===== config.mk =====
export PLATFORM = sky130hd
export DESIGN_NAME = wtc_top
export DESIGN_NICKNAME = d
export VERILOG_FILES = /design/src/wtc_pkg.sv /design/src/wtc_top.sv /design/src/wtc_delta.sv /design/src/wtc_interval_timer.sv
export VERILOG_INCLUDE_DIRS = /design/src /design/src/src
export SDC_FILE = /design/constraint.sdc
export NUM_CORES = 1
export LEC_CHECK = 0
export ABC_AREA = 0
export BUFFER_PORTS_ARGS = -buffer_cell sky130_fd_sc_hd__buf_2
export CAP_MARGIN = 20
export CELL_PAD_IN_SITES_DETAIL_PLACEMENT = 1
export CELL_PAD_IN_SITES_GLOBAL_PLACEMENT = 2
export CORE_MARGIN = 1.5
export CORE_UTILIZATION = 35
export CTS_CLUSTER_SIZE = 24
export DETAILED_ROUTE_END_ITERATION = 8
export PLACE_DENSITY = 0.75
export SYNTH_ARGS = -nofsm -noshare
export SYNTH_HDL_FRONTEND = slang
export SYNTH_HIERARCHICAL = 1
export SYNTH_SLANG_ARGS = --single-unit

===== constraint.sdc =====
create_clock -name I_CLK_SYS -period 18.55 [get_ports I_CLK_SYS]
set_input_delay 3.71 -clock I_CLK_SYS [delete_from_list [all_inputs] [get_ports I_CLK_SYS]]
set_output_delay 3.71 -clock I_CLK_SYS [all_outputs]
set_load 0.02 [all_outputs]

===== src/wtc_map.svh =====
// Register offsets, field positions, codes and timing figures of the wake comparator.
`ifndef WTC_MAP_SVH
`define WTC_MAP_SVH
`define WTC_OFF_MEAS_CFG  8'h00
`define WTC_OFF_WAKE_CFG  8'h04
`define WTC_OFF_ANGLE_CFG 8'h08
`define WTC_OFF_PLANE_CFG 8'h0C
`define WTC_OFF_Z_TH      8'h10
`define WTC_OFF_PLANE_TH  8'h14
`define WTC_OFF_CMD       8'h18
`define WTC_OFF_STATUS    8'h1C
`define WTC_OFF_MASK      8'h20
`define WTC_OFF_FRAME     8'h24
`define WTC_OFF_BASE      8'h28
`define WTC_INTERVAL_MSB  5
`define WTC_INTERVAL_LSB  0
`define WTC_ADJ_BIT       11
`define WTC_REFRESH_BIT   13
`define WTC_ANGLE_BIT     15
`define WTC_PLANE_MSB     15
`define WTC_PLANE_LSB     14
`define WTC_CMD_WAKE      8'h28
`define WTC_ST_ALERT      0
`define WTC_ST_MEAS       1
`define WTC_RESP_OKAY     2'h0
`define WTC_RESP_SLVERR   2'h2
`define WTC_PLANE_XY      2'h0
`define WTC_PLANE_YZ      2'h1
`define WTC_PLANE_XZ      2'h2
`define WTC_RST_WORD      16'h0000
`define WTC_STEP_NS       20000000
`define WTC_CLK_NS        5
`endif


===== src/wtc_pkg.sv =====
// Shared types of the wake comparator.
package wtc_pkg;
	typedef logic [15:0] wtc_word_t;
	// Gray coded: idle, waiting out the standby interval, awaiting a result.
	typedef enum logic [1:0] {
		WTC_IDLE = 2'h0,
		WTC_WAIT = 2'h1,
		WTC_MEAS = 2'h3
	} wtc_state_t;
endpackage : wtc_pkg


===== src/wtc_top.sv =====
// Wake-up and sleep comparator with AXI4-Lite registers and alert pin.
`include "wtc_map.svh"

// Function
// - Command 0x28 captures present Z baseline.
// - Alert only when change strictly exceeds threshold.
// - Default mode: alert, baseline never changes.
// - Refresh mode: exceedance replaces baseline.
// - Adjacent select overrides refresh select.
// - Alert drops only after full data read.
// - Alert never self-clears when field returns.
// - Angle output forces non-updating baseline mode.
// - Angle output: plane threshold means angle.
// - Plane select: 0 XY, 1 YZ, 2 XZ, 3 XY.
// - Adjacent mode compares consecutive measurements.
// - Standby wait is interval times 20 ms.
module wtc_top #(
	parameter int unsigned STEP_CYCLES = `WTC_STEP_NS / `WTC_CLK_NS
) (
	// Clock and reset
	input  wire logic        I_CLK_SYS,
	input  wire logic        I_RESET_N,
	// AXI4-Lite write channels
	input  wire logic [7:0]  I_AXI_AWADDR,
	input  wire logic        I_AXI_AWVALID,
	output logic             O_AXI_AWREADY,
	input  wire logic [31:0] I_AXI_WDATA,
	input  wire logic [3:0]  I_AXI_WSTRB,
	input  wire logic        I_AXI_WVALID,
	output logic             O_AXI_WREADY,
	output logic [1:0]       O_AXI_BRESP,
	output logic             O_AXI_BVALID,
	input  wire logic        I_AXI_BREADY,
	// AXI4-Lite read channels
	input  wire logic [7:0]  I_AXI_ARADDR,
	input  wire logic        I_AXI_ARVALID,
	output logic             O_AXI_ARREADY,
	output logic [31:0]      O_AXI_RDATA,
	output logic [1:0]       O_AXI_RRESP,
	output logic             O_AXI_RVALID,
	input  wire logic        I_AXI_RREADY,
	// Measurement front end
	input  wire logic        I_MEAS_VALID,
	input  wire logic [15:0] I_MEAS_Z,
	input  wire logic [15:0] I_MEAS_PLANE,
	output logic             O_MEAS_REQ,
	output logic             O_ANGLE_MODE,
	output logic [1:0]       O_PLANE_SEL,
	// Alert and interrupt
	output logic             O_ALERT,
	output logic             O_IRQ
);
	////////////////////////////////////////////////////////////////////////////////
	logic                aw_have_q, aw_have_d, w_have_q, w_have_d;
	logic [7:0]          aw_addr_q, aw_addr_d;
	logic [31:0]         w_data_q, w_data_d;
	logic [3:0]          w_strb_q, w_strb_d;
	logic                bvalid_q, bvalid_d, rvalid_q, rvalid_d;
	logic [1:0]          bresp_q, bresp_d, rresp_q, rresp_d;
	logic [31:0]         rdata_q, rdata_d;
	logic [5:0]          interval_q, interval_d;
	logic                adj_q, adj_d, refr_q, refr_d, ang_q, ang_d;
	logic [1:0]          plane_q, plane_d, mask_q, mask_d;
	wtc_pkg::wtc_word_t  zth_q, zth_d, pth_q, pth_d;
	logic                do_wr, ar_hs, st_rd, frame_rd;
	logic [32:0]         wr_cur;
	logic [31:0]         wr_word;
	logic [32:0]         rd_view;
	wtc_pkg::wtc_state_t state_q, state_d;
	wtc_pkg::wtc_word_t  first_z_baseline_q, first_z_baseline_d, base_p_q, base_p_d;
	wtc_pkg::wtc_word_t  last_z_q, last_z_d, last_p_q, last_p_d;
	logic                alert_q, alert_d;
	logic [1:0]          status_q, status_d, plane_out_q, plane_out_d;
	logic                start, stop, meas_take, tmr_done, exc_z, exc_p, any_exc;
	logic                eff_adj, eff_refr, alert_set;

	// Read view of one register: bit 32 flags a mapped address.
	function automatic logic [32:0] wtc_view(input logic [7:0] a);
		logic [31:0] v;
		logic        ok;
		v  = 32'h0;
		ok = 1'b1;
		case (a)
			`WTC_OFF_MEAS_CFG: begin
				v[`WTC_INTERVAL_MSB:`WTC_INTERVAL_LSB] = interval_q;
				v[`WTC_ADJ_BIT] = adj_q;
			end
			`WTC_OFF_WAKE_CFG:  v[`WTC_REFRESH_BIT] = refr_q;
			`WTC_OFF_ANGLE_CFG: v[`WTC_ANGLE_BIT] = ang_q;
			`WTC_OFF_PLANE_CFG: v[`WTC_PLANE_MSB:`WTC_PLANE_LSB] = plane_q;
			`WTC_OFF_Z_TH:      v[15:0] = zth_q;
			`WTC_OFF_PLANE_TH:  v[15:0] = pth_q;
			`WTC_OFF_CMD:       v[0] = state_q != wtc_pkg::WTC_IDLE;
			`WTC_OFF_STATUS:    v[1:0] = status_q;
			`WTC_OFF_MASK:      v[1:0] = mask_q;
			`WTC_OFF_FRAME:     v = {last_p_q, last_z_q};
			`WTC_OFF_BASE:      v = {base_p_q, first_z_baseline_q};
			default:            ok = 1'b0;
		endcase
		wtc_view = {ok, v};
	endfunction : wtc_view

	function automatic logic [31:0] wtc_merge(input logic [31:0] old, input logic [31:0] wd,
	                                          input logic [3:0] st);
		logic [31:0] r;
		r = old;
		for (int i = 0; i < 4; i++) begin
			if (st[i]) begin
				r[8*i +: 8] = wd[8*i +: 8];
			end
		end
		wtc_merge = r;
	endfunction : wtc_merge

	assign O_AXI_AWREADY = !aw_have_q && !bvalid_q;
	assign O_AXI_WREADY  = !w_have_q && !bvalid_q;
	assign O_AXI_ARREADY = !rvalid_q;
	assign do_wr    = aw_have_q && w_have_q;
	assign ar_hs    = I_AXI_ARVALID && !rvalid_q;
	assign st_rd    = ar_hs && I_AXI_ARADDR == `WTC_OFF_STATUS;
	assign frame_rd = ar_hs && I_AXI_ARADDR == `WTC_OFF_FRAME;
	assign wr_cur   = wtc_view(aw_addr_q);
	assign wr_word  = wtc_merge(wr_cur[31:0], w_data_q, w_strb_q);
	assign rd_view  = wtc_view(I_AXI_ARADDR);

	always_comb begin
		aw_have_d  = aw_have_q;
		aw_addr_d  = aw_addr_q;
		w_have_d   = w_have_q;
		w_data_d   = w_data_q;
		w_strb_d   = w_strb_q;
		bvalid_d   = bvalid_q && !I_AXI_BREADY;
		bresp_d    = bresp_q;
		rvalid_d   = rvalid_q && !I_AXI_RREADY;
		rresp_d    = rresp_q;
		rdata_d    = rdata_q;
		interval_d = interval_q;
		adj_d      = adj_q;
		refr_d     = refr_q;
		ang_d      = ang_q;
		plane_d    = plane_q;
		zth_d      = zth_q;
		pth_d      = pth_q;
		mask_d     = mask_q;
		if (I_AXI_AWVALID && O_AXI_AWREADY) begin
			aw_have_d = 1'b1;
			aw_addr_d = I_AXI_AWADDR;
		end
		if (I_AXI_WVALID && O_AXI_WREADY) begin
			w_have_d = 1'b1;
			w_data_d = I_AXI_WDATA;
			w_strb_d = I_AXI_WSTRB;
		end
		if (do_wr) begin
			aw_have_d = 1'b0;
			w_have_d  = 1'b0;
			bvalid_d  = 1'b1;
			bresp_d   = wr_cur[32] ? `WTC_RESP_OKAY : `WTC_RESP_SLVERR;
			case (aw_addr_q)
				`WTC_OFF_MEAS_CFG: begin
					interval_d = wr_word[`WTC_INTERVAL_MSB:`WTC_INTERVAL_LSB];
					adj_d      = wr_word[`WTC_ADJ_BIT];
				end
				`WTC_OFF_WAKE_CFG:  refr_d  = wr_word[`WTC_REFRESH_BIT];
				`WTC_OFF_ANGLE_CFG: ang_d   = wr_word[`WTC_ANGLE_BIT];
				`WTC_OFF_PLANE_CFG: plane_d = wr_word[`WTC_PLANE_MSB:`WTC_PLANE_LSB];
				`WTC_OFF_Z_TH:      zth_d   = wr_word[15:0];
				`WTC_OFF_PLANE_TH:  pth_d   = wr_word[15:0];
				`WTC_OFF_MASK:      mask_d  = wr_word[1:0];
				default:            mask_d  = mask_q;
			endcase
		end
		if (ar_hs) begin
			rvalid_d = 1'b1;
			rdata_d  = rd_view[31:0];
			rresp_d  = rd_view[32] ? `WTC_RESP_OKAY : `WTC_RESP_SLVERR;
		end
	end

	always_ff @(posedge I_CLK_SYS) begin
		if (!I_RESET_N) begin
			aw_have_q  <= 1'b0;
			aw_addr_q  <= 8'h00;
			w_have_q   <= 1'b0;
			w_data_q   <= 32'h0;
			w_strb_q   <= 4'h0;
			bvalid_q   <= 1'b0;
			bresp_q    <= `WTC_RESP_OKAY;
			rvalid_q   <= 1'b0;
			rresp_q    <= `WTC_RESP_OKAY;
			rdata_q    <= 32'h0;
			interval_q <= 6'h0;
			adj_q      <= 1'b0;
			refr_q     <= 1'b0;
			ang_q      <= 1'b0;
			plane_q    <= `WTC_PLANE_XY;
			zth_q      <= `WTC_RST_WORD;
			pth_q      <= `WTC_RST_WORD;
			mask_q     <= 2'h0;
		end else begin
			aw_have_q  <= aw_have_d;
			aw_addr_q  <= aw_addr_d;
			w_have_q   <= w_have_d;
			w_data_q   <= w_data_d;
			w_strb_q   <= w_strb_d;
			bvalid_q   <= bvalid_d;
			bresp_q    <= bresp_d;
			rvalid_q   <= rvalid_d;
			rresp_q    <= rresp_d;
			rdata_q    <= rdata_d;
			interval_q <= interval_d;
			adj_q      <= adj_d;
			refr_q     <= refr_d;
			ang_q      <= ang_d;
			plane_q    <= plane_d;
			zth_q      <= zth_d;
			pth_q      <= pth_d;
			mask_q     <= mask_d;
		end
	end

	assign O_AXI_BVALID = bvalid_q;
	assign O_AXI_BRESP  = bresp_q;
	assign O_AXI_RVALID = rvalid_q;
	assign O_AXI_RRESP  = rresp_q;
	assign O_AXI_RDATA  = rdata_q;

	////////////////////////////////////////////////////////////////////////////////
	// Planes 0 and 3 both select XY.
	function automatic logic [1:0] wtc_plane(input logic [1:0] s);
		case (s)
			2'h1:    wtc_plane = `WTC_PLANE_YZ;
			2'h2:    wtc_plane = `WTC_PLANE_XZ;
			default: wtc_plane = `WTC_PLANE_XY;
		endcase
	endfunction : wtc_plane

	assign start     = do_wr && aw_addr_q == `WTC_OFF_CMD && wr_word[7:0] == `WTC_CMD_WAKE;
	assign stop      = do_wr && aw_addr_q == `WTC_OFF_CMD && wr_word[7:0] != `WTC_CMD_WAKE;
	assign meas_take = state_q == wtc_pkg::WTC_MEAS && I_MEAS_VALID;
	assign eff_adj   = adj_q && !ang_q;
	assign eff_refr  = refr_q && !adj_q && !ang_q;
	assign any_exc   = exc_z || exc_p;
	assign alert_set = meas_take && any_exc;

	wtc_delta u_delta_z (
		.i_new    (I_MEAS_Z),
		.i_ref    (first_z_baseline_q),
		.i_th     (zth_q),
		.o_exceed (exc_z)
	);

	// With angle output the plane channel carries an angle, and its threshold is an angle.
	wtc_delta u_delta_p (
		.i_new    (I_MEAS_PLANE),
		.i_ref    (base_p_q),
		.i_th     (pth_q),
		.o_exceed (exc_p)
	);

	wtc_interval_timer #(
		.STEP_CYCLES (STEP_CYCLES)
	) u_timer (
		.i_clk      (I_CLK_SYS),
		.i_reset_n  (I_RESET_N),
		.i_start    (start || meas_take),
		.i_interval (interval_q),
		.o_done     (tmr_done)
	);

	always_comb begin
		state_d            = state_q;
		first_z_baseline_d = first_z_baseline_q;
		base_p_d           = base_p_q;
		last_z_d           = I_MEAS_VALID ? I_MEAS_Z : last_z_q;
		last_p_d           = I_MEAS_VALID ? I_MEAS_PLANE : last_p_q;
		plane_out_d        = wtc_plane(plane_q);
		case (state_q)
			wtc_pkg::WTC_IDLE: state_d = wtc_pkg::WTC_IDLE;
			wtc_pkg::WTC_WAIT: state_d = tmr_done ? wtc_pkg::WTC_MEAS : wtc_pkg::WTC_WAIT;
			wtc_pkg::WTC_MEAS: state_d = meas_take ? wtc_pkg::WTC_WAIT : wtc_pkg::WTC_MEAS;
			default:           state_d = wtc_pkg::WTC_IDLE;
		endcase
		// Adjacent mode keeps the previous sample in the baseline registers.
		if (meas_take && (eff_adj || (eff_refr && any_exc))) begin
			first_z_baseline_d = I_MEAS_Z;
			base_p_d           = I_MEAS_PLANE;
		end
		if (stop) begin
			state_d = wtc_pkg::WTC_IDLE;
		end
		if (start) begin
			state_d            = wtc_pkg::WTC_WAIT;
			first_z_baseline_d = last_z_q;
			base_p_d           = last_p_q;
		end
		// A new exceedance in the read cycle keeps the alert high.
		alert_d  = alert_set || (alert_q && !frame_rd);
		status_d = (st_rd ? 2'h0 : status_q) | {meas_take, alert_set};
	end

	always_ff @(posedge I_CLK_SYS) begin
		if (!I_RESET_N) begin
			state_q            <= wtc_pkg::WTC_IDLE;
			first_z_baseline_q <= `WTC_RST_WORD;
			base_p_q           <= `WTC_RST_WORD;
			last_z_q           <= `WTC_RST_WORD;
			last_p_q           <= `WTC_RST_WORD;
			alert_q            <= 1'b0;
			status_q           <= 2'h0;
			plane_out_q        <= `WTC_PLANE_XY;
		end else begin
			state_q            <= state_d;
			first_z_baseline_q <= first_z_baseline_d;
			base_p_q           <= base_p_d;
			last_z_q           <= last_z_d;
			last_p_q           <= last_p_d;
			alert_q            <= alert_d;
			status_q           <= status_d;
			plane_out_q        <= plane_out_d;
		end
	end

	assign O_MEAS_REQ   = state_q == wtc_pkg::WTC_WAIT && tmr_done;
	assign O_ANGLE_MODE = ang_q;
	assign O_PLANE_SEL  = plane_out_q;
	assign O_ALERT      = alert_q;
	assign O_IRQ        = |(status_q & mask_q);
endmodule : wtc_top


===== src/wtc_delta.sv =====
// Magnitude comparison of one measured channel against its reference.
module wtc_delta (
	// Operands
	input  wire logic [15:0] i_new,
	input  wire logic [15:0] i_ref,
	input  wire logic [15:0] i_th,
	// Result
	output logic             o_exceed
);
	// Samples are two's complement, so the difference needs a seventeenth bit.
	function automatic logic [16:0] wtc_abs_diff(input logic [15:0] a, input logic [15:0] b);
		logic signed [16:0] d;
		d = $signed({a[15], a}) - $signed({b[15], b});
		wtc_abs_diff = d[16] ? 17'(-d) : 17'(d);
	endfunction : wtc_abs_diff

	// Equality with the threshold does not trip; rise and fall both count.
	assign o_exceed = wtc_abs_diff(i_new, i_ref) > {1'b0, i_th};
endmodule : wtc_delta


===== src/wtc_interval_timer.sv =====
// Standby interval counter: a number of fixed steps between two measurements.
module wtc_interval_timer #(
	parameter int unsigned STEP_CYCLES = 4
) (
	// Clock and reset
	input  wire logic       i_clk,
	input  wire logic       i_reset_n,
	// Control
	input  wire logic       i_start,
	input  wire logic [5:0] i_interval,
	// Status
	output logic            o_done
);
	logic [5:0]  steps_q;
	logic [5:0]  steps_d;
	logic [31:0] cyc_q;
	logic [31:0] cyc_d;
	logic        run_q;
	logic        run_d;

	always_comb begin
		steps_d = steps_q;
		cyc_d   = cyc_q;
		run_d   = run_q;
		if (i_start) begin
			steps_d = i_interval;
			cyc_d   = 32'h0;
			run_d   = 1'b1;
		end else if (run_q && steps_q != 6'h0) begin
			if (cyc_q == 32'(STEP_CYCLES - 1)) begin
				cyc_d   = 32'h0;
				steps_d = steps_q - 6'h1;
			end else begin
				cyc_d = cyc_q + 32'h1;
			end
		end
	end

	always_ff @(posedge i_clk) begin
		if (!i_reset_n) begin
			steps_q <= 6'h0;
			cyc_q   <= 32'h0;
			run_q   <= 1'b0;
		end else begin
			steps_q <= steps_d;
			cyc_q   <= cyc_d;
			run_q   <= run_d;
		end
	end

	// Stays high until the next start; an interval of zero is done at once.
	assign o_done = run_q && steps_q == 6'h0 && !i_start;
endmodule : wtc_interval_timer


* Yosys cells after proc, flatten, opt, wreduce, memory -nomap -nowiden
Cells that the tools add are included.
Storage, ports and cells: input bits 92, register bits after elaboration 221
Operators by class: eq/ne operators 27, bitwise operators 3, multiplexer cells 44, $lt $le $gt $ge 2, $add $sub $neg 6, reductions and logical operators 61
Operators by type and width (count):
- $eq A8 B5 Y1 const B | 8
- $mux W16 | 4
- $eq A8 B6 Y1 const B | 7
- $pmux W4 S5 | 2
- $pmux W5 S4 | 2
- $gt A17 B16 Y1 | 2
- $mux W17 | 2
- $neg A17 Y17 | 2
- $sub A16 B16 Y17 | 2
- $add A32 B1 Y32 const B | 1
- $eq A32 B22 Y1 const B | 1
- $eq A8 B4 Y1 const B | 4
- $mux W32 | 1
- $pmux W16 S2 | 1
- $pmux W1 S5 | 6
- $logic_and A1 B1 Y1 | 25
- $reduce_or A11 Y1 | 2
- $mux W6 | 3
- $eq A8 B3 Y1 const B | 2
- $logic_not A8 Y1 | 2
- $mux W8 | 2
- $pmux W1 S8 | 2
- $reduce_and A2 Y1 | 8
- $pmux W1 S7 | 2
- other kinds (19) | 50

* Longest topological paths before layout
depth in word-level cells 12, gate-level depth with buffers 27, mapped depth without buffers 25

* Cells and area by module
Netlist, hierarchy kept.
By module, submodules not included:
- wtc_top | cells each 1022, area each 8891.0 um^2, seq. area each 3603.5 um^2, instances 1
- wtc_interval_timer | cells each 243, area each 1993.2 um^2, seq. area each 780.7 um^2, instances 1
- wtc_delta at u_delta_p | cells each 235, area each 1696.6 um^2, seq. area each 0.0 um^2, instances 1
- wtc_delta at u_delta_z | cells each 233, area each 1685.4 um^2, seq. area each 0.0 um^2, instances 1

* Worst setup path after synthesis
No wires, ideal clock.
path kind input -> register, from input I_MEAS_Z[0], to register base_p_q[0], data required time 18.421 ns, library setup time 0.129 ns, slack 9.993 ns, stages on the path 27, buffers on the path 2, data arrival time 8.428 ns, path through inv_1 > ha_1 > fa_1 > and2b_1 > o211ai_2 > a21oi_1 > o21a_1 > a21oi_1 > o2bb2ai_1 > buf_2 > nor2_1 > xnor2_1 > ha_1 > a21o_1 > a21o_1 > a211oi_1 > o21a_1 > o21a_1 > o21ai_0 > nand2_1 > o41ai_2 > or2_2 > a21oi_1 > nor3_1 > clkbuf_1 > mux2i_1 > a21oi_1
On the way: word-level cells in the longest chain between the ends 9
RTL lines:
- start: declaration | line wtc_top.sv:44 | input wire logic [15:0] I_MEAS_Z,
- $sub A16 B16 Y17 (*) | line wtc_delta.sv:13 | d = $signed({a[15], a}) - $signed({b[15], b});
- $neg A17 Y17 | line wtc_delta.sv:14 | wtc_abs_diff = d[16] ? 17'(-d) : 17'(d);
- $mux W17 (*) | line wtc_delta.sv:14
- $gt A17 B16 Y1 (*) | line wtc_delta.sv:18 | assign o_exceed = wtc_abs_diff(i_new, i_ref) > {1'b0, i_th};
- named net exc_z | line wtc_top.sv:74 | logic start, stop, meas_take, tmr_done, exc_z, exc_p, any_exc;
- $logic_or A1 B1 Y1 (*) | line wtc_top.sv:243 | assign any_exc = exc_z || exc_p;
- $logic_and A1 B1 Y1 (*) | line wtc_top.sv:285 | if (meas_take && (eff_adj || (eff_refr && any_exc))) begin
- $logic_or A1 B1 Y1 (*) | line wtc_top.sv:285
- $logic_and A1 B1 Y1 (*) | line wtc_top.sv:285
- $reduce_bool A2 Y1 (no line) (*)
- end signal: assignment | line wtc_top.sv:306 | base_p_q <= `WTC_RST_WORD;
- end signal: assignment | line wtc_top.sv:315 | base_p_q <= base_p_d;
- end: declaration | line wtc_top.sv:70 | wtc_pkg::wtc_word_t first_z_baseline_q, first_z_baseline_d, base_p_q, base_p_d;
Mark *: on every way through the listed nets, which the timed path passes. The rest lies on a longest branch. A chain may end at the register's enable or synchronous reset.

* Final worst setup path
from input I_MEAS_VALID, to output O_MEAS_REQ
On the way: word-level cells in the longest chain between the ends 5
RTL lines:
- start: declaration | line wtc_top.sv:43 | input wire logic I_MEAS_VALID,
- $logic_and A1 B1 Y1 | line wtc_top.sv:240 | assign meas_take = state_q == wtc_pkg::WTC_MEAS && I_MEAS_VALID;
- $logic_or A1 B1 Y1 | line wtc_top.sv:266 | .i_start (start || meas_take),
- $logic_not A1 Y1 | line wtc_interval_timer.sv:52 | assign o_done = run_q && steps_q == 6'h0 && !i_start;
- $logic_and A1 B1 Y1 | line wtc_interval_timer.sv:52
- named net tmr_done | line wtc_top.sv:74
- $logic_and A1 B1 Y1 | line wtc_top.sv:324 | assign O_MEAS_REQ = state_q == wtc_pkg::WTC_WAIT && tmr_done;
- end: declaration | line wtc_top.sv:46 | output logic O_MEAS_REQ,
The timed path passes the listed nets, and every way through them passes these cells.

==> impl_metrics.prom <==
# TYPE chip_impl_metric gauge
chip_impl_info{name="run_status",value="complete, no violations"} 1
chip_impl_metric{name="design.final.nets",unit=""} 1960
chip_impl_metric{name="sw_frac_of_total",unit=""} 0.2876
chip_impl_metric{name="final_cell_count_no_fill",unit=""} 2339
chip_impl_metric{name="max_freq",unit="MHz"} 105.3
chip_impl_metric{name="grt_pass1_vias",unit=""} 13540
chip_impl_metric{name="route.final.wire_length",unit="um"} 50930
chip_impl_metric{name="clkPwrFrac",unit=""} 0.439
chip_impl_info{name="synth_commonest_cells",value="219 x sky130_fd_sc_hd__dfxtp_1, 180 x sky130_fd_sc_hd__nand2_1, 102 x sky130_fd_sc_hd__a21oi_1, 102 x sky130_fd_sc_hd__nor2_1, 94 x sky130_fd_sc_hd__inv_1"} 1
chip_impl_info{name="netlist_top_cells_area",value="sky130_fd_sc_hd__dfxtp_1 31%, sky130_fd_sc_hd__ha_1 6.1%, sky130_fd_sc_hd__mux2i_1 6.0%, sky130_fd_sc_hd__nand2_1 4.7%, sky130_fd_sc_hd__a21oi_1 3.6%"} 1
chip_impl_metric{name="cts_num_sinks",unit=""} 219
chip_impl_metric{name="h-tree-depth",unit=""} 1
chip_impl_metric{name="numCtsBuffers",unit=""} 27
chip_impl_metric{name="holdPathStages",unit=""} 2
chip_impl_info{name="timing.rr.end",value="first_z_baseline_q[2]"} 1
chip_impl_metric{name="seqPwrFrac",unit=""} 0.392
chip_impl_metric{name="post_synth_num_cell_types",unit=""} 97
chip_impl_metric{name="netlist.area_leader.share",unit=""} 0.3073
chip_impl_metric{name="remaining_drc_errors",unit=""} 0
chip_impl_metric{name="timing.slew.headroom",unit=""} 0.2392
chip_impl_metric{name="worst_slew_pin_slew",unit="ps"} 1138
chip_impl_metric{name="cts.clk_slew.worst_paths",unit="ps"} 60
chip_impl_metric{name="cts_hold_buffers",unit=""} 0
chip_impl_metric{name="critical_path_arrival",unit="ps"} 5790
chip_impl_metric{name="worstPathRequired",unit="ps"} 14840
chip_impl_info{name="rr_startpoint",value="first_z_baseline_q[0]"} 1
chip_impl_info{name="grt_setup_unrepaired",value="false"} 1
chip_impl_info{name="critPathKind",value="primary input to output pin"} 1
chip_impl_metric{name="number_of_cells_upsized_or_downsized_after_cts",unit=""} 0
chip_impl_metric{name="insertion_delay",unit="ps"} 560
chip_impl_metric{name="wl_per_cell",unit="um"} 21.77
chip_impl_metric{name="final-setup-viol-count",unit=""} 0
chip_impl_info{name="hold_path_class",value="flip-flop to flip-flop"} 1
chip_impl_metric{name="synth_async_sr_flop_share",unit=""} 0
chip_impl_metric{name="number_of_setup_buffers_added_after_cts",unit=""} 0
chip_impl_metric{name="place.detailed.instances",unit=""} 2293
chip_impl_metric{name="drive_gt1_frac",unit=""} 0.1373
chip_impl_metric{name="cellInternalPower",unit="uW"} 909.3
chip_impl_metric{name="die_width",unit="um"} 204.9
chip_impl_metric{name="drt-vias-per-instance",unit=""} 5.715
chip_impl_metric{name="setup_total_negative_slack",unit="ps"} 0
chip_impl_metric{name="power.static_leakage",unit="nW"} 5.831
chip_impl_metric{name="pwrdens",unit="nW/um^2"} 78.66
chip_impl_info{name="synth_top_area_cell",value="sky130_fd_sc_hd__dfxtp_1"} 1
chip_impl_metric{name="synth.cell_area",unit="sq um"} 14270
chip_impl_info{name="hold_end",value="w_data_q[5]"} 1
chip_impl_metric{name="design.portCount",unit=""} 139
chip_impl_metric{name="die_area",unit="sq um"} 41980
chip_impl_metric{name="die_height",unit="um"} 204.9
chip_impl_metric{name="syn_area_per_cell",unit="sq um"} 8.232
chip_impl_metric{name="initial_core_util",unit=""} 0.3566
chip_impl_metric{name="final.min_clock_period",unit="ps"} 9500
chip_impl_metric{name="max_cap_viol",unit=""} 0
chip_impl_metric{name="comb_power_share",unit=""} 0.169
chip_impl_metric{name="grt_start_max_net_pins",unit=""} 78
chip_impl_info{name="timing.critical_path.to_type",value="output pin"} 1
chip_impl_info{name="cts_root_buffer",value="sky130_fd_sc_hd__clkbuf_16"} 1
chip_impl_metric{name="grt_antenna_before_repair",unit=""} 1
chip_impl_metric{name="irDropWorstVdd",unit="V"} 0.00005704
chip_impl_metric{name="switchingPower",unit="uW"} 367.2
chip_impl_info{name="synth_ff_type",value="sky130_fd_sc_hd__dfxtp_1"} 1
chip_impl_metric{name="reg2reg_setup_slack",unit="ps"} 12850
chip_impl_metric{name="placementRows",unit=""} 73
chip_impl_metric{name="post_route_clock_period_utilization",unit=""} 0.5121
chip_impl_metric{name="grt_use_total",unit=""} 0.2418
chip_impl_metric{name="global_route.overflow_total",unit=""} 0
chip_impl_info{name="tritoncts",value="yes"} 1
chip_impl_info{name="synth_most_common_cell",value="sky130_fd_sc_hd__dfxtp_1"} 1
chip_impl_metric{name="postSynthCellCount",unit=""} 1733
chip_impl_metric{name="timing_max_transition_violations_final",unit=""} 0
chip_impl_metric{name="synth-edff-count",unit=""} 0
chip_impl_metric{name="clock_skew",unit="ps"} 12.76
chip_impl_metric{name="synth_warnings",unit=""} 6
chip_impl_metric{name="detailroute.via_count",unit=""} 13370
chip_impl_metric{name="hpwlAfterDp",unit="um"} 36470
chip_impl_metric{name="worst-path-max-fanout",unit=""} 34
chip_impl_metric{name="reg2reg_depth",unit=""} 26
chip_impl_metric{name="final_antenna_net_count",unit=""} 0
chip_impl_metric{name="grt_first_pass_wirelength",unit="um"} 79450
chip_impl_metric{name="io_buffer_count",unit=""} 118
chip_impl_metric{name="sequential_element_share_of_the_synthesized_area",unit=""} 0.3073
chip_impl_metric{name="global_placement_routability_congestion",unit=""} 0.8640
chip_impl_metric{name="ys_seq_elements",unit=""} 219
chip_impl_metric{name="antenna-diode-count",unit=""} 0
chip_impl_metric{name="clock_tree.buffer_depth",unit=""} 3
chip_impl_metric{name="drtIter0Drc",unit=""} 723
chip_impl_info{name="hp-start",value="w_data_q[5]"} 1
chip_impl_metric{name="core",unit="sq um"} 40010
chip_impl_metric{name="area.growth.synth_to_final",unit="%"} 13.75
chip_impl_metric{name="final-hold-violation-count",unit=""} 0
chip_impl_info{name="startpoint_class_of_the_critical_path",value="primary input"} 1
chip_impl_metric{name="pre_repair_dr_iteration_count",unit=""} 5
==> kinds of logic after synthesis <==
group,count (synthesis),synth area share
simple gates,632,0.2361
xor+xnor,72,0.04420
flops,219,0.3073
mux,90,0.06437
fa+ha+maj,71,0.06332
compound gates,445,0.2272
buf+inv,203,0.05727
other cells,1,0.0002629
==> layer usage <==
metal,part of all wire,global-route usage,routed length (um)
met4,0.032,0.08577,1646
met3,0.056,0.03468,2852
met2,0.44,0.3763,22280
met5,0.00033,0,17
met1,0.47,0.3386,24130
==> worst max-delay path, stage by stage <==
cell                      delay (ps)
sky130_fd_sc_hd__buf_2            80
sky130_fd_sc_hd__buf_4           550
sky130_fd_sc_hd__nand3_1         360
sky130_fd_sc_hd__nand2_1         230
sky130_fd_sc_hd__inv_1           210
sky130_fd_sc_hd__and3_1          240
sky130_fd_sc_hd__and3b_1         180
sky130_fd_sc_hd__buf_2           190
==> worst max path at each step <==
stage | startpoint | endpoint | cells after the start
after CTS | I_MEAS_VALID | O_MEAS_REQ | 8
after detailed placement | I_MEAS_VALID | O_MEAS_REQ | 8
after floorplan | I_MEAS_Z[0] | base_p_q[0] | 27
final | I_MEAS_VALID | O_MEAS_REQ | 8
after global routing | I_MEAS_VALID | O_MEAS_REQ | 8
after global placement | I_MEAS_VALID | O_MEAS_REQ | 8
==> registers in the layout, indices dropped and copies added (netlist names), 2 cells and up <==
register            flops
u_timer/steps_q         6
mask_q                  2
first_z_baseline_q     16
zth_q                  16
last_z_q               16
plane_q                 2
O_PLANE_SEL             2
pth_q                  16
last_p_q               16
O_AXI_RDATA            32
aw_addr_q               8
w_strb_q                2
base_p_q               16
state_q                 2
w_data_q               16
u_timer/cyc_q          32
status_q                2
interval_q              6
==> layout by cell type (no fill, tap or decap), types with 11 or more instances in the layout <==
cell type | synthesis | routed
sky130_fd_sc_hd__nor2_1 | 102 | 102
sky130_fd_sc_hd__o21ai_0 | 44 | 44
sky130_fd_sc_hd__o41ai_1 | 37 | 37
sky130_fd_sc_hd__nand2_1 | 180 | 180
sky130_fd_sc_hd__nor4_1 | 28 | 27
sky130_fd_sc_hd__a31oi_1 | 20 | 20
sky130_fd_sc_hd__ha_1 | 69 | 69
sky130_fd_sc_hd__and3_1 | 12 | 12
sky130_fd_sc_hd__nand3_1 | 48 | 48
sky130_fd_sc_hd__mux2i_1 | 85 | 85
sky130_fd_sc_hd__a22oi_1 | 29 | 29
sky130_fd_sc_hd__clkbuf_16 | 0 | 27
sky130_fd_sc_hd__nor2b_1 | 52 | 51
sky130_fd_sc_hd__inv_1 | 94 | 94
sky130_fd_sc_hd__a21boi_0 | 52 | 52
sky130_fd_sc_hd__nand2b_1 | 44 | 44
sky130_fd_sc_hd__xor2_1 | 25 | 25
sky130_fd_sc_hd__buf_2 | 14 | 117
sky130_fd_sc_hd__a21o_1 | 21 | 21
sky130_fd_sc_hd__and2_1 | 25 | 25
sky130_fd_sc_hd__xnor2_1 | 47 | 47
sky130_fd_sc_hd__nor3_1 | 24 | 23
sky130_fd_sc_hd__nand3b_1 | 11 | 11
sky130_fd_sc_hd__a221oi_1 | 22 | 22
sky130_fd_sc_hd__dfxtp_1 | 219 | 219
sky130_fd_sc_hd__nand4_1 | 13 | 13
sky130_fd_sc_hd__a21oi_1 | 102 | 102
sky130_fd_sc_hd__buf_4 | 2 | 26
sky130_fd_sc_hd__nor3b_1 | 16 | 16
==> power by group through the flow <==
stage	logic [mW]	clock network, mW	registers [mW]
after floorplan	0.147	0	0.506
after global placement	0.208	0	0.510
after detailed placement	0.214	0	0.511
after CTS	0.216	0.575	0.500
after global routing	0.238	0.588	0.502
final	0.215	0.561	0.501
==> layout make-up <==
| class | instances | area, sq um |
|---|---|---|
| inverters | 94 | 352.8 |
| multi-input cells | 1312 | 9131 |
| repair buffers | 143 | 780.7 |
| clock buffers | 40 | 814.5 |
| fillers | 4802 | 23780 |
| well taps | 525 | 656.9 |
| flip-flops and latches | 219 | 4384 |
| clock inverters | 6 | 107.6 |
==> stage by stage <==
stage               total power, mW    util  hold WS, ps  cell area [sq um]  setup slack [ps]
finish                        1.276  0.4056        465.2              16230              9050
global route                  1.329  0.4056        490.5              16230              8924
CTS                           1.291  0.4056        468.1              16230              9024
detailed placement           0.7244  0.3826        460.3              15310              9025
global placement             0.7181  0.3826        449.1              15310              9070
floorplan                    0.6528       -        433.8              14270              9993
Note: power is estimated with default switching activity, not from simulation.
